File: src/shared/bsc_defs.vh
`ifndef BSC_DEFS_VH
`define BSC_DEFS_VH

// Mode field codes
`define BSC_MODE_OFF        2'h0
`define BSC_MODE_SOFT       2'h1
`define BSC_MODE_HW_SLEEP   2'h2
`define BSC_MODE_HW_ALWAYS  2'h3

// Register offsets
`define BSC_REG_CTRL        4'h0
`define BSC_REG_VREF        4'h1
`define BSC_REG_STATUS      4'h2
`define BSC_REG_IRQ_STAT    4'h3
`define BSC_REG_IRQ_MASK    4'h4

// Control register fields
`define BSC_CTRL_SOFT_EN    0
`define BSC_CTRL_FLAG_SET   1

// Voltage reference control register fields
`define BSC_VREF_REQ        7
`define BSC_VREF_STABLE     6

// Status register fields
`define BSC_ST_ARMED        0
`define BSC_ST_RESET        1
`define BSC_ST_FLAG         2
`define BSC_ST_TIMER        3

// Interrupt bits
`define BSC_IRQ_EVENT       0
`define BSC_IRQ_ARMED       1
`define BSC_IRQ_RELEASE     2
`define BSC_IRQ_W           3

// Reset values
`define BSC_CTRL_RST        8'h00
`define BSC_MASK_RST        3'h0

// Timing
`define BSC_CLK_NS          40
`define BSC_FILTER_NS       2000
`define BSC_PUD_US          66

`endif

File: src/design/bsc_top.v
`timescale 1ns/100ps
`include "bsc_defs.vh"
module bsc_top #(
   parameter FILTER_CYC = (`BSC_FILTER_NS + `BSC_CLK_NS - 1) / `BSC_CLK_NS,
   parameter PUD_CYC    = (`BSC_PUD_US * 1000 + `BSC_CLK_NS - 1) / `BSC_CLK_NS,
   parameter PUD_EN     = 1
) (
   // Clock and reset
   input  wire       clk,
   input  wire       rst_b,
   // Configuration and power state
   input  wire [1:0] brownout_mode_select,
   input  wire       sleep_active,
   input  wire       periph_ref_request,
   // Analog side
   input  wire       supply_low,
   input  wire       reference_stable_flag,
   output reg        fixed_voltage_reference_en,
   // Register port
   input  wire [3:0] reg_addr,
   input  wire [7:0] reg_wdata,
   input  wire       reg_wr,
   input  wire       reg_rd,
   output reg  [7:0] reg_rdata,
   // Results
   output reg        brownout_reset,
   output reg        brownout_flag,
   output reg        armed,
   output reg        irq
);

   function [7:0] pad8;
      input [3:0] v;
      begin
         pad8 = {4'h0, v};
      end
   endfunction

   wire       stable_s;
   wire       low_s;
   wire       tmr_done;
   wire       tmr_run;
   reg        soft_en_q;
   reg  [1:0] mode_q;
   reg  [7:0] filt_q;
   reg  [2:0] ist_q;
   reg  [2:0] mask_q;
   reg        arm_prev_q;
   reg        rst_prev_q;
   reg        enabled;
   reg        active;
   reg        filt_hit;
   reg  [2:0] ev;
   reg  [7:0] rd_d;

   bsc_sync u_sync_ref (
      .clk   (clk),
      .rst_b (rst_b),
      .din   (reference_stable_flag),
      .dout  (stable_s)
   );

   bsc_sync u_sync_low (
      .clk   (clk),
      .rst_b (rst_b),
      .din   (supply_low),
      .dout  (low_s)
   );

   // Mode sampled every cycle
   always @(posedge clk or negedge rst_b) begin
      if (!rst_b) begin
         mode_q <= `BSC_MODE_OFF;
      end else begin
         mode_q <= brownout_mode_select;
      end
   end

   // Arming decision
   always @* begin
      case (mode_q)
         `BSC_MODE_OFF:      enabled = 1'b0;
         `BSC_MODE_SOFT:     enabled = soft_en_q;
         `BSC_MODE_HW_SLEEP: enabled = ~sleep_active;
         `BSC_MODE_HW_ALWAYS: enabled = 1'b1;
         default:            enabled = 1'b0;
      endcase
      active = enabled & stable_s;
   end

   // Filter counter for supply drop
   always @(posedge clk or negedge rst_b) begin
      if (!rst_b) begin
         filt_q <= 8'h00;
      end else if (!active || !low_s) begin
         filt_q <= 8'h00;
      end else if (filt_q != FILTER_CYC[7:0]) begin
         filt_q <= filt_q + 8'h01;
      end
   end

   always @* begin
      filt_hit = active & low_s & (filt_q == FILTER_CYC[7:0]);
   end

   bsc_timer #(
      .W     (16),
      .COUNT (PUD_CYC)
   ) u_pud_tmr (
      .clk     (clk),
      .rst_b   (rst_b),
      .hold    (brownout_reset & low_s),
      .enable  (PUD_EN != 0),
      .done    (tmr_done),
      .running (tmr_run)
   );

   // Reset request, reference enable, armed, flag
   always @(posedge clk or negedge rst_b) begin
      if (!rst_b) begin
         brownout_reset             <= 1'b0;
         brownout_flag              <= 1'b0;
         fixed_voltage_reference_en <= 1'b0;
         armed                      <= 1'b0;
      end else begin
         fixed_voltage_reference_en <= enabled | periph_ref_request;
         armed <= active;
         if (filt_hit || (brownout_reset && tmr_run && low_s && enabled)) begin
            brownout_reset <= 1'b1;
         end else if (brownout_reset && !low_s && tmr_done) begin
            brownout_reset <= 1'b0;
         end else if (brownout_reset && !enabled) begin
            brownout_reset <= 1'b0;
         end
         if (filt_hit) begin
            brownout_flag <= 1'b0;
         end else if (reg_wr && reg_addr == `BSC_REG_CTRL && reg_wdata[`BSC_CTRL_FLAG_SET]) begin
            brownout_flag <= 1'b1;
         end
      end
   end

   // Software enable
   always @(posedge clk or negedge rst_b) begin
      if (!rst_b) begin
         soft_en_q <= 1'b0;
      end else if (reg_wr && reg_addr == `BSC_REG_CTRL) begin
         soft_en_q <= reg_wdata[`BSC_CTRL_SOFT_EN];
      end
   end

   // Interrupt events
   always @(posedge clk or negedge rst_b) begin
      if (!rst_b) begin
         arm_prev_q <= 1'b0;
         rst_prev_q <= 1'b0;
      end else begin
         arm_prev_q <= armed;
         rst_prev_q <= brownout_reset;
      end
   end

   always @* begin
      ev = 3'h0;
      ev[`BSC_IRQ_EVENT]   = brownout_reset & ~rst_prev_q;
      ev[`BSC_IRQ_ARMED]   = armed & ~arm_prev_q;
      ev[`BSC_IRQ_RELEASE] = ~brownout_reset & rst_prev_q;
   end

   always @(posedge clk or negedge rst_b) begin
      if (!rst_b) begin
         ist_q  <= 3'h0;
         mask_q <= `BSC_MASK_RST;
         irq    <= 1'b0;
      end else begin
         if (reg_wr && reg_addr == `BSC_REG_IRQ_STAT) begin
            ist_q <= (ist_q & ~reg_wdata[2:0]) | ev;
         end else begin
            ist_q <= ist_q | ev;
         end
         if (reg_wr && reg_addr == `BSC_REG_IRQ_MASK) begin
            mask_q <= reg_wdata[2:0];
         end
         irq <= |(ist_q & mask_q);
      end
   end

   // Read mux
   always @* begin
      rd_d = 8'h00;
      case (reg_addr)
         `BSC_REG_CTRL: begin
            rd_d[`BSC_CTRL_SOFT_EN]   = soft_en_q & (mode_q == `BSC_MODE_SOFT);
            rd_d[`BSC_CTRL_FLAG_SET]  = brownout_flag;
         end
         `BSC_REG_VREF: begin
            rd_d[`BSC_VREF_REQ]    = fixed_voltage_reference_en;
            rd_d[`BSC_VREF_STABLE] = stable_s;
         end
         `BSC_REG_STATUS: begin
            rd_d[`BSC_ST_ARMED] = armed;
            rd_d[`BSC_ST_RESET] = brownout_reset;
            rd_d[`BSC_ST_FLAG]  = brownout_flag;
            rd_d[`BSC_ST_TIMER] = tmr_run;
         end
         `BSC_REG_IRQ_STAT: rd_d = pad8({1'b0, ist_q});
         `BSC_REG_IRQ_MASK: rd_d = pad8({1'b0, mask_q});
         default:           rd_d = 8'h00;
      endcase
   end

   always @(posedge clk or negedge rst_b) begin
      if (!rst_b) begin
         reg_rdata <= 8'h00;
      end else begin
         reg_rdata <= reg_rd ? rd_d : 8'h00;
      end
   end

endmodule

File: src/design/bsc_sync.v
`timescale 1ns/100ps
// Two flop synchroniser
module bsc_sync (
   // Clock and reset
   input  wire clk,
   input  wire rst_b,
   // Data
   input  wire din,
   output wire dout
);
   reg s1_q;
   reg s2_q;
   always @(posedge clk or negedge rst_b) begin
      if (!rst_b) begin
         s1_q <= 1'b0;
         s2_q <= 1'b0;
      end else begin
         s1_q <= din;
         s2_q <= s1_q;
      end
   end
   assign dout = s2_q;
endmodule

File: src/design/bsc_timer.v
`timescale 1ns/100ps
// Down counter, reloads while hold is high
module bsc_timer #(
   parameter W     = 16,
   parameter COUNT = 16
) (
   // Clock and reset
   input  wire         clk,
   input  wire         rst_b,
   // Control
   input  wire         hold,
   input  wire         enable,
   output wire         done,
   output wire         running
);
   reg  [W-1:0] cnt_q;
   wire [W-1:0] load = COUNT[W-1:0];
   always @(posedge clk or negedge rst_b) begin
      if (!rst_b) begin
         cnt_q <= {W{1'b0}};
      end else if (hold) begin
         cnt_q <= enable ? load : {W{1'b0}};
      end else if (cnt_q != {W{1'b0}}) begin
         cnt_q <= cnt_q - {{(W-1){1'b0}}, 1'b1};
      end
   end
   assign done    = (cnt_q == {W{1'b0}});
   assign running = ~done;
endmodule

File: config.mk
export PLATFORM = sky130hd
export DESIGN_NAME = bsc_top
export DESIGN_NICKNAME = d
export VERILOG_FILES = /design/src/design/bsc_top.v /design/src/design/bsc_sync.v /design/src/design/bsc_timer.v
export VERILOG_INCLUDE_DIRS = /design/src /design/src/shared
export SDC_FILE = /design/constraint.sdc
export NUM_CORES = 1
export LEC_CHECK = 0
export BUFFER_PORTS_ARGS = -buffer_cell sky130_fd_sc_hd__buf_4
export CAP_MARGIN = 10
export CORE_MARGIN = 1
export CORE_UTILIZATION = 25
export CTS_BUF_LIST = sky130_fd_sc_hd__clkbuf_4 sky130_fd_sc_hd__clkbuf_8
export DETAILED_ROUTE_END_ITERATION = 6
export HOLD_SLACK_MARGIN = 0.02
export SYNTH_ARGS = -nofsm -noshare
export SYNTH_HDL_FRONTEND = slang
export SYNTH_SLANG_ARGS = --single-unit
File: constraint.sdc
create_clock -name clk -period 2.6 [get_ports clk]
set_clock_uncertainty 0.1 [all_clocks]
set_input_delay 0.39 -clock clk [delete_from_list [all_inputs] [get_ports clk]]
set_output_delay 0.39 -clock clk [all_outputs]
set_load 0.02 [all_outputs]
==> summary.md, run 1 <==
| Metric | Value |
|---|---|
| Status | complete, but fails checks |
| Failing checks | hold timing |
| DR iter-0 viols | ~110 |
| Final WL | roughly 4.5 mm |
| Pwr dens | 567.4 nW/um^2 |
| CTS HTree Levels | 2 |
| Commonest non-fill, non-tap cell in the layout | dfrtp_1 |
| CP Launch Type | register |
| Port bufs | 27 |
| Via count | 1,706 |
| Resized Gates After CTS | 0 |
| Dpl hpwl | around 3.2 mm |
| Hold-fix buffers, CTS | 0 |
| Final Critical Period | ~2.2 ns |
| Wire length per cell | 12.68 um |
| Layout area overhead | 18.69% |
| Die height | approximately 100 um |
| Final Slew Violations | 0 |
| GRT Total Usage | between 10 and 15% |
| Async SR Flop Fraction | between 90% and 100% |
| LEAKAGE | between 1 and 1.5 nW |
| Endpoints failing setup | 0 |
| Worst-Margin Slew | 0.6579 ns |
| Hold Slack | -0.007694 ns |
| DR pass1 iterations | 6 |
| CTS root buffer | clkbuf_8 |
| Crit path max fanout | 8 |
| Largest net degree at the start of global routing | 51 |
| CTS tree | done |
| WS Path Type | reg2reg |
| Worst-skew pair later-pin latency | 0.30 ns |
| Setup bufs post-CTS | 0 |
| Clock buffer depth | 2 |
| Period utilisation layout | a little over four fifths |
| Slew HR | 55.73% |
| Min-Delay Path Class | in2async |
| Fillers | 905 |
| RSZ-0062 raised after global routing | no |
| Die ar. | around 9700 sq um |
| Share of post-route cells with drive strength above 1 | between 10% and 20% |
| Top_reg_cell synth | dfrtp_1 |
| # DRC | 0 |
| Die width | 98.25 um |
| Setup TNS | 0 ns |
| First-pass GRT wire length | 7.948 mm |
| Core Box Area | between 8000 and 9000 sq um |
| Hold Fails Final Rpt | 18 |
| Mean Syn Cell Area | about 11 sq um |
| CTS Buf Count | 5 |
| Post-synth EDFFs | 0 |
| FF+latch count, synth | 50 |
| Max-cap violations | 0 |
| Antenna cell count | 0 |
| Synthesis Warnings | 0 |
| Post-Syn Area | 2316 sq um |
| Initial antenna violation count | 0 |
| Synth Instances | about 210 |
| Core Rows | 34 |
| CP arrival | 2.33 ns |
| Netlist cell types | 50 |
| Routability cong. | a little under 0.8 |
| Seq/Total Area, Yosys | roughly 54% |
| Peak VDD IR | roughly 0.2 mV |
| CP Data Required Time | roughly 2.7 ns |
| CP Capture Type | register |
| Starting Density | a little over a quarter |
| Vias in the first global route | 1,700 |
| Routed Antenna Nets | 0 |
| DR vias/cell | between 4 and 5 |
| Design area | roughly 2700 sq um |
| Commonest cells after routing, fill and taps aside | dfrtp_1 (50), buf_4 (27), nor2_1 (16), nand2_1 (16) |
| # clock sinks | 50 |
| Grt total ovfl | 0 |
| Reg clk slew, reported paths | around 0.10 ns |
| Placed Instance Area | 2628 sq um |
| Ports | 35 |
| Achievable clock frequency | roughly 0.45 GHz |
| Final Net Count | 269 |
## Yosys cell counts (all sizes together) (4+ instances only)
cell / number / area (sq um)
a21oi: 10 / 50.05
a31oi: 4 / 25.02
and2: 5 / 31.28
and4: 4 / 35.03
dfrtp: 50 / 1251
ha: 4 / 50.05
inv: 7 / 26.28
mux2: 5 / 56.30
nand2: 16 / 60.06
nand2b: 6 / 37.54
nand3: 8 / 40.04
nor2: 16 / 60.06
nor3b: 4 / 30.03
nor4: 5 / 46.29
o21ai: 10 / 50.05
o31ai: 5 / 37.54
or3: 4 / 30.03
or4: 4 / 30.03
xnor2: 4 / 35.03
## critical path, cell delays in order (launching register included)
cell	delay (ns)
dfrtp_1	0.44
inv_1	0.10
ha_1	0.14
nor4b_2	0.48
nand4_1	0.44
and2_0	0.30
o21ai_0	0.13
## through the flow
step | instances | power, mW | worst slack (ns) | util (%) | hold WS (ns)
finish | 352 | 1.560 | 0.3908 | 31.07 | -0.007694
global route | 352 | 1.634 | 0.1030 | 31.07 | 0.04234
CTS | 352 | 1.583 | 0.3890 | 31.07 | 0.02006
detailed placement | 344 | 0.9989 | 0.4224 | 29.69 | 0.2425
global placement | 344 | 0.9974 | 0.4323 | 29.69 | 0.2419
floorplan | 215 | 0.9256 | 0.6530 | - | -0.005591
## where the power goes
part / total, mW / switching, mW / internal, mW
clock: 0.579 / 0.263 / 0.317
combinational: 0.138 / 0.0726 / 0.0654
sequential: 0.842 / 0.0278 / 0.814
## sequential cells by signal, summed over array words and instances, names as in the netlist
name and count:
arm_prev_q 1, armed 1, brownout_flag 1, brownout_reset 1
filt_q 8, fixed_voltage_reference_en 1, irq 1, ist_q 3
mask_q 3, mode_q 2, reg_rdata 6, rst_prev_q 1
soft_en_q 1, u_pud_tmr.cnt_q 16, u_sync_low.dout 1, u_sync_low.s1_q 1
u_sync_ref.dout 1, u_sync_ref.s1_q 1
## cells by family (layout without fill, tap and decap cells)
logic type                 Yosys count  count (layout)  synth area share (%)
muxes                                8               8                 3.728
DFF                                 50              50                 54.02
AOI/OAI and AO/OA                   42              42                 11.78
adders and majority gates            4               4                 2.161
xor gates and xnor gates             7               7                 2.647
and+or+nand+nor                     89              89                 23.07
buffers and inverters               13              42                 2.431
other                                1               2                0.1619
## worst paths after layout
path | from | end | slack, ns | cells past startpoint
worst max-delay path | u_pud_tmr.cnt_q[0] | u_pud_tmr.cnt_q[1] | 0.39 | 6
worst min-delay path | rst_b | filt_q[2] | -0.008 | 1
worst max register to register | u_pud_tmr.cnt_q[0] | u_pud_tmr.cnt_q[1] | 0.39 | 6
worst min register to register | u_sync_low.s1_q | u_sync_low.dout | 0.26 | 0
max in group asynchronous | rst_b | u_pud_tmr.cnt_q[9] | 1.99 | 1
min in group clk | brownout_mode_select[1] | mode_q[1] | 0.08 | 1
## area by class of cell
class | count | area (sq um) | share of cell area [%]
clock buffers | 6 | 82.58 | 3.004
clock inverters | 2 | 38.79 | 1.411
inverters | 7 | 26.28 | 0.9558
multi-input cells | 152 | 1012 | 36.82
flip-flops and latches | 50 | 1251 | 45.52
well taps | 108 | 135.1 | 4.916
repair buffers | 27 | 202.7 | 7.374
## routing by layer
metal | track usage [%] | part of all wire, % | vias to the layer above
li1 | - | - | 836
met1 | 12.97 | 48 | 840
met2 | 16.90 | 47 | 25
met3 | 2.792 | 3.4 | 5
met4 | 3.444 | 1.5 | 0
met5 | 0 | 0 | -
No activity file was read; power rests on OpenSTA's default activity.
==> inputs of run 2 (changes only) <==
clock period = 2.22 ns   (was 2.6 ns; I/O delays follow)
==> run 2 against run 1 <==
Against the previous run:
- design area increased by 2.2%
- the run ends with DRC left
- critical path type unchanged
- largest power group unchanged
- critical endpoint is now u_pud_tmr.cnt_q[14]
- global-route usage increased by 0.10 points
- clock power rose by 18%
- hold slack gained 0.044 ns
- sequential cell count did not move
==> summary.md, run 2 (synthesized netlist as in run 1, its figures left out) <==
| Metric | Value |
|---|---|
| Status | complete, but fails checks (unchanged) |
| Failing checks | DRC (was hold timing) |
| First-pass GRT wire length | 7.990 mm (was 7.948 mm) |
| Instance count on the critical path | 6 (unchanged) |
| Via count | 1,739 (was 1,706) |
| Layout area overhead | 21.34% (was 18.69%) |
| Crit path max-delay family | simple AND/OR/NAND/NOR gates (unchanged) |
| Crit path max fanout | 7 (was 8) |
| Final WL | 4.600 mm (was 4.465 mm) |
| Worst path slowest cell | or4b_4 (was nor4b_2) |
| Hold Slack | 0.03602 ns (was -0.007694 ns) |
| CP Capture Type | register (unchanged) |
| Final Net Count | 276 (was 269) |
| Slew HR | 58.73% (was 55.73%) |
| RR Startpoint | u_pud_tmr.cnt_q[0] (unchanged) |
| LEAKAGE | 1.269 nW (was 1.238 nW) |
| CTS HTree Levels | 2 (unchanged) |
| WS Path Type | reg2reg (unchanged) |
| Ports | 35 (unchanged) |
| Initial antenna violation count | 0 (unchanged) |
| Port bufs | 27 (unchanged) |
| Peak VDD IR | 0.2406 mV (was 0.1944 mV) |
| Commonest non-fill, non-tap cell in the layout | dfrtp_1 (unchanged) |
| CTS Buf Count | 5 (unchanged) |
| DR iter-0 viols | 82 (was 114) |
| Achievable clock frequency | 0.4791 GHz (was 0.4527 GHz) |
| Setup crit end | u_pud_tmr.cnt_q[14] (was u_pud_tmr.cnt_q[1]) |
| # DRC | 1 (was 0) |
| Worst-skew pair later-pin latency | 0.31 ns (was 0.30 ns) |
| Endpoints failing setup | 0 (unchanged) |
| CP Launch Type | register (unchanged) |
| Critical Path Start | u_pud_tmr.cnt_q[0] (unchanged) |
| Min-Delay Path Class | in2reg (was in2async) |
| Core Box Area | 8848 sq um (unchanged) |
| Largest register FFs | 16 (unchanged) |
| Vias in the first global route | 1,685 (was 1,700) |
| # clock sinks | 50 (unchanged) |
| Starting Density | 26.17% (unchanged) |
| Clock buffer depth | 2 (unchanged) |
| CP arrival | 2.21 ns (was 2.33 ns) |
| Buf+Inv Stages, Crit Path | 1 (unchanged) |
| Share of post-route cells with drive strength above 1 | 20.72% (was 18.85%) |
| RSZ-0062 raised after global routing | no (unchanged) |
| Setup TNS | 0 ns (unchanged) |
| Hold Fails Final Rpt | 0 (was 18) |
| Layout Cells excl Fill | 359 (was 352) |
| R2R cell count | 6 (unchanged) |
| Period utilisation layout | 94.03% (was 84.97%) |
| Routed Antenna Nets | 0 (unchanged) |
| Worst-Margin Slew | 0.6134 ns (was 0.6579 ns) |
| DR vias/cell | 4.844 (was 4.847) |
| CP peak stage delay | 0.55 ns (was 0.48 ns) |
| Total power | 1.834 mW (was 1.560 mW) |
| Largest net degree at the start of global routing | 51 (unchanged) |
| Wire length per cell | 12.81 um (was 12.68 um) |
| GRT Total Usage | 10.35% (was 10.24%) |
| CTS tree | done (unchanged) |
| Routability cong. | 0.7891 (was 0.7843) |
| CTS root buffer | clkbuf_8 (unchanged) |
| R2r endpoint | u_pud_tmr.cnt_q[14] (was u_pud_tmr.cnt_q[1]) |
| Commonest cells after routing, fill and taps aside | dfrtp_1 (49), buf_4 (31), nor2_1 (16), nand2_1 (16) (was dfrtp_1 (50), buf_4 (27), nor2_1 (16), nand2_1 (16)) |
| CP Data Required Time | 2.35 ns (was 2.72 ns) |
| Inst Count DP | 347 (was 344) |
| Hold Crit Start | supply_low |
| Largest registers | u_pud_tmr.cnt_q x16, filt_q x8, reg_rdata x6 (unchanged) |
| Core Rows | 34 (unchanged) |
| Final setup margin | 0.1326 ns (was 0.3908 ns) |
| Reg clk slew, reported paths | 0.10 ns (about the same) |
| Die height | 98.25 um (unchanged) |
| Reg2Reg Setup Slack | 0.13 ns (was 0.39 ns) |
| Dpl hpwl | 3.218 mm (was 3.157 mm) |
| Hold depth | 1 |
| Grt total ovfl | 0 (unchanged) |
| DR pass1 iterations | 7 (was 6) |
| Die width | 98.25 um (unchanged) |
| Die ar. | 9653 sq um (unchanged) |
| Pwr dens | 652.6 nW/um^2 (was 567.4 nW/um^2) |
| Crit-path cells | inv_2 > ha_1 > nor4b_2 > or4b_4 > or3_1 > a21oi_1 (was inv_1 > ha_1 > nor4b_2 > nand4_1 > and2_0 > o21ai_0) |
| Final Slew Violations | 0 (unchanged) |
| Max-cap violations | 0 (unchanged) |
| Pre-CTS setup slack | 0.1354 ns (was 0.4224 ns) |
| Antenna cell count | 0 (unchanged) |
| Largest register by flop count | u_pud_tmr.cnt_q (unchanged) |
| Final Critical Period | 2.087 ns (was 2.209 ns) |
run 2: cell count changes in the layout (fill, tap and decap cells not counted):
| cell | previous run | this run |
|---|---|---|
| buf_4 | 27 | 31 |
| dfrtp_1 | 50 | 49 |
| dfrtp_2 | 0 | 1 |
| dlygate4sd3_1 | 0 | 3 |
| inv_1 | 7 | 6 |
| inv_2 | 0 | 1 |
run 2: power breakdown:
| part | internal (mW) | switching [mW] | total (mW) |
|---|---|---|---|
| clock | 0.371 | 0.311 | 0.682 |
| sequential | 0.954 | 0.0332 | 0.987 |
| combinational | 0.0800 | 0.0846 | 0.165 |
run 2: timing repair:
action | 4_1_cts | 5_1_grt
setup endpoints to repair | 0 | 1
hold endpoints to repair | 52 | 0
hold buffers | 3 | 0
buffers inserted | 0 | 1
gates resized for setup | 0 | 2
run 2: worst reg2reg max path, stage by stage (launching register included):
cell and delay, ns:
dfrtp_2 0.42, inv_2 0.05, ha_1 0.19, nor4b_2 0.19
or4b_4 0.55, or3_1 0.36, a21oi_1 0.14
run 2: cell type report:
class	instances	area, sq um
Multi-Input combinational cell	152	1012
Fill cell	899	6038
Sequential cell	50	1252
Inverter	7	26.28
Clock buffer	6	82.58
Timing Repair Buffer	34	262.8
Clock inverter	2	38.79
Tap cell	108	135.1
run 2: stage by stage:
step / instance area [sq um] / utilization (%)
finish: 2810 / 31.76
floorplan: 2320 / -
CTS: 2801 / 31.66
detailed placement: 2650 / 29.95
global placement: 2650 / 29.95
global route: 2810 / 31.76
run 2: worst min path at each step:
| stage | endpoint | slack (ns) |
|---|---|---|
| 2_1_floorplan | arm_prev_q | -0.06 |
| 3_3_place_gp | u_sync_low.dout | 0.24 |
| 3_5_place_dp | u_sync_low.dout | 0.24 |
| 4_1_cts | u_sync_low.s1_q | 0.02 |
| 5_1_grt | u_sync_ref.s1_q | 0.02 |
| 6_report | u_sync_low.s1_q | 0.04 |
run 2: routing by layer:
| metal | vias up | global-route usage [%] | part of all wire (%) |
|---|---|---|---|
| met3 | 5 | 2.863 | 4.4 |
| met4 | 0 | 4.248 | 1.7 |
| met1 | 848 | 13.01 | 47 |
| met2 | 34 | 16.79 | 47 |
| li1 | 852 | - | - |
| met5 | - | 0 | 0 |
==> inputs of run 3 (changes only) <==
ABC_AREA = 1   (was not set)
SLEW_MARGIN = 20   (was not set)
==> run 3 against run 2 <==
Against the previous run:
- the flow still finishes with violations (DRC)
- cell count increased by 36%
- largest cell class unchanged
- sequential power about the same
- fmax increased by 33%
==> summary.md, run 3 <==
| Metric | Value |
|---|---|
| Layout area overhead | 19.69% (was 21.34%) |
| Inst Count DP | 476 (was 347) |
| Setup bufs post-CTS | 0 (unchanged) |
| Util after Layout | 30.72% (was 31.76%) |
| Commonest non-fill, non-tap cell in the layout | nand2_1 (was dfrtp_1) |
| Switching Fraction | 25.62% (was 23.40%) |
| DR iter-0 viols | 92 (was 82) |
| Routed Antenna Nets | 0 (unchanged) |
| WS Path Type | reg2reg (unchanged) |
| Final WL | 4.874 mm (was 4.600 mm) |
| Max-cap violations | 0 (unchanged) |
| Post-synth top area share | 50.10% (was 54.02%) |
| Share of post-route cells with drive strength above 1 | 15.77% (was 20.72%) |
| Most instantiated library cell after synthesis | nand2_1 (was dfrtp_1) |
| Combinational fraction of design power | 9.4% (was 9.0%) |
| LEAKAGE | 1.637 nW (was 1.269 nW) |
| Final Critical Period | 1.566 ns (was 2.087 ns) |
| Int Pwr | 1.281 mW (was 1.405 mW) |
| Pwr dens | 576.3 nW/um^2 (was 652.6 nW/um^2) |
| Largest cells by area after synthesis | dfrtp_1 (50%), nand2_1 (11%), nor2_1 (7.8%) (was dfrtp_1 (54%), nand2_1 (2.6%), nor2_1 (2.6%)) |
| GRT Total Usage | 10.01% (was 10.35%) |
| CTS Buf Count | 5 (unchanged) |
| Die ar. | 10,390 sq um (was 9653 sq um) |
| Core Box Area | 9729 sq um (was 8848 sq um) |
| Routability cong. | 0.8555 (was 0.7891) |
| Psw | 0.4415 mW (was 0.4291 mW) |
| Netlist cell types | 30 (was 50) |
| Slew HR | 57.76% (was 58.73%) |
| Port bufs | 27 (unchanged) |
| Commonest cells post-synth | nand2_1 (75), nor2_1 (52), dfrtp_1 (50) (was dfrtp_1 (50), nand2_1 (16), nor2_1 (16)) |
| Hold depth | 1 (unchanged) |
| # clock sinks | 50 (unchanged) |
| CP Data Required Time | 2.32 ns (was 2.35 ns) |
| Achievable clock frequency | 0.6384 GHz (was 0.4791 GHz) |
| CP arrival | 1.66 ns (was 2.21 ns) |
| Largest net degree at the start of global routing | 51 (unchanged) |
| Via count | 1,973 (was 1,739) |
| Hold Crit Start | reference_stable_flag (was supply_low) |
| Largest registers | u_pud_tmr.cnt_q x16, filt_q x8, reg_rdata x6 (unchanged) |
| FF+latch count, synth | 50 (unchanged) |
| Starting Density | 25.67% (was 26.17%) |
| Commonest cells after routing, fill and taps aside | nand2_1 (75), nor2_1 (52), dfrtp_1 (50) (was dfrtp_1 (49), buf_4 (31), nor2_1 (16), nand2_1 (16)) |
| CP Launch Type | register (unchanged) |
| CP Capture Type | register (unchanged) |
| RSZ-0062 raised after global routing | no (unchanged) |
| Worst-skew pair later-pin latency | 0.31 ns (about the same) |
| Synth Instances | 318 (was 214) |
| Die width | 101.9 um (was 98.25 um) |
| Dpl hpwl | 3.642 mm (was 3.218 mm) |
| Seq/Total Area, Yosys | 50.10% (was 54.02%) |
| Core Rows | 36 (was 34) |
| Total power | 1.723 mW (was 1.834 mW) |
| Worst-Margin Slew | 0.6335 ns (was 0.6134 ns) |
| Clk pwr share | 33.3% (was 37.2%) |
| Layout Cells excl Fill | 488 (was 359) |
| Die height | 101.9 um (was 98.25 um) |
| DR vias/cell | 4.043 (was 4.844) |
| Final Net Count | 380 (was 276) |
| Grt total ovfl | 0 (unchanged) |
| Period utilisation layout | 70.56% (was 94.03%) |
| Mean Syn Cell Area | 7.853 sq um (was 10.82 sq um) |
| Final Slew Violations | 0 (unchanged) |
| Antenna cell count | 0 (unchanged) |
| Post-synth EDFFs | 0 (unchanged) |
| Vias in the first global route | 1,811 (was 1,685) |
| Sequential Power Share | 57.3% (was 53.8%) |
| # DRC | 1 (unchanged) |
| Hold EP | u_sync_ref.s1_q (was u_sync_low.s1_q) |
| Initial antenna violation count | 0 (unchanged) |
| Largest register FFs | 16 (unchanged) |
| Ports | 35 (unchanged) |
| DR pass1 iterations | 6 (was 7) |
| Top_reg_cell synth | dfrtp_1 (unchanged) |
| Hold Fails Final Rpt | 0 (unchanged) |
| Peak VDD IR | 0.2487 mV (was 0.2406 mV) |
| First-pass GRT wire length | 8.204 mm (was 7.990 mm) |
| Reg2Reg Setup Slack | 0.65 ns (was 0.13 ns) |
| Setup TNS | 0 ns (unchanged) |
| Clock buffer depth | 2 (unchanged) |
| Reg clk slew, reported paths | 0.09 ns (was 0.10 ns) |
| Failing checks | DRC (unchanged) |
| Largest register by flop count | u_pud_tmr.cnt_q (unchanged) |
| CTS root buffer | clkbuf_8 (unchanged) |
| Status | complete, but fails checks (unchanged) |
| Crit path max fanout | 7 (unchanged) |
| RR Startpoint | u_pud_tmr.cnt_q[0] (unchanged) |
| R2R cell count | 7 (was 6) |
| Wire length per cell | 9.988 um (was 12.81 um) |
| Async SR Flop Fraction | 100.0% (unchanged) |
| Synth area leader | dfrtp_1 (unchanged) |
| Post-Syn Area | 2497 sq um (was 2316 sq um) |
| R2r endpoint | u_pud_tmr.cnt_q[13] (was u_pud_tmr.cnt_q[14]) |
| CTS tree | done (unchanged) |
| CTS HTree Levels | 2 (unchanged) |
| Endpoints failing setup | 0 (unchanged) |
| Hold Slack | 0.03732 ns (was 0.03602 ns) |
| Synthesis Warnings | 0 (unchanged) |
| Min-Delay Path Class | in2reg (unchanged) |
[run 3: changes by cell type after synthesis, sizes merged, moves of 6 or more]
| cell | change |
|---|---|
| nor2 | +43 |
| nand2b | -6 |
| o21ai | +6 |
| a21oi | -7 |
| nand2 | +62 |
| inv | +44 |
| nand3 | +19 |
[run 3: cells by family after synthesis]
family | Yosys count | synth area share [%]
buffers and inverters | 55 | 8.667
flip-flops | 50 | 50.10
AO/OA/AOI/OAI | 21 | 4.559
AND/OR/NAND/NOR | 182 | 32.77
XOR/XNOR | 5 | 1.753
adder cells (fa/ha/maj) | 4 | 2.004
other | 1 | 0.1502
[run 3: power groups by stage]
stage / Combinational [mW] / Sequential [mW] / Clock, mW
finish: 0.162 / 0.987 / 0.574
global route: 0.185 / 0.994 / 0.629
CTS: 0.164 / 0.988 / 0.593
detailed placement: 0.160 / 1.01 / 0
global placement: 0.158 / 1.00 / 0
floorplan: 0.0627 / 1.02 / 0
[run 3: how the worst max path moves through the flow]
stage | startpoint | end | slack, ns
after floorplan | u_pud_tmr.cnt_q[0] | u_pud_tmr.cnt_q[10] | 0.83
final | u_pud_tmr.cnt_q[0] | u_pud_tmr.cnt_q[13] | 0.65
after global routing | brownout_reset | u_pud_tmr.cnt_q[13] | 0.49
after global placement | brownout_reset | u_pud_tmr.cnt_q[7] | 0.68
after detailed placement | u_pud_tmr.cnt_q[0] | u_pud_tmr.cnt_q[15] | 0.67
after CTS | u_pud_tmr.cnt_q[0] | u_pud_tmr.cnt_q[13] | 0.65
[run 3: layer usage]
metal,part of all wire (%),global-route usage [%],vias up
met5,0,0,-
met4,1.4,3.297,0
met3,3.1,2.052,6
met2,45,16.22,32
met1,50,13.39,888
li1,-,-,1047
[run 3: final cells by class]
cell class              instances  area, sq um
repair buffers                 31        242.7
multi-input cells             214         1033
flip-flops and latches         50         1251
fillers                      1044         6740
clock buffers                   6        82.58
well taps                     133        166.4
inverters                      52        196.4
clock inverters                 2        16.27
[run 3: stage by stage]
step           setup slack [ns]  cell area (sq um)
2_1_floorplan            0.8275               2501
3_3_place_gp             0.6798               2850
3_5_place_dp             0.6661               2850
4_1_cts                  0.6508               2979
5_1_grt                  0.4855               2989
6_report                 0.6536               2989
[run 3: worst max-delay path, cell delays in order, from the launching register on]
cell and delay (ns):
dfrtp_1 0.37, inv_1 0.14, ha_1 0.17, inv_1 0.09, nor3_4 0.21, nand3_2 0.16
clkinv_2 0.16, nor2_1 0.06
[run 3: what timing repair did]
item | 4_1_cts | 5_1_grt
hold endpoints to repair | 52 | 1
resized for setup | 0 | 0
hold buffers | 3 | 1
setup endpoints to repair | 0 | 0
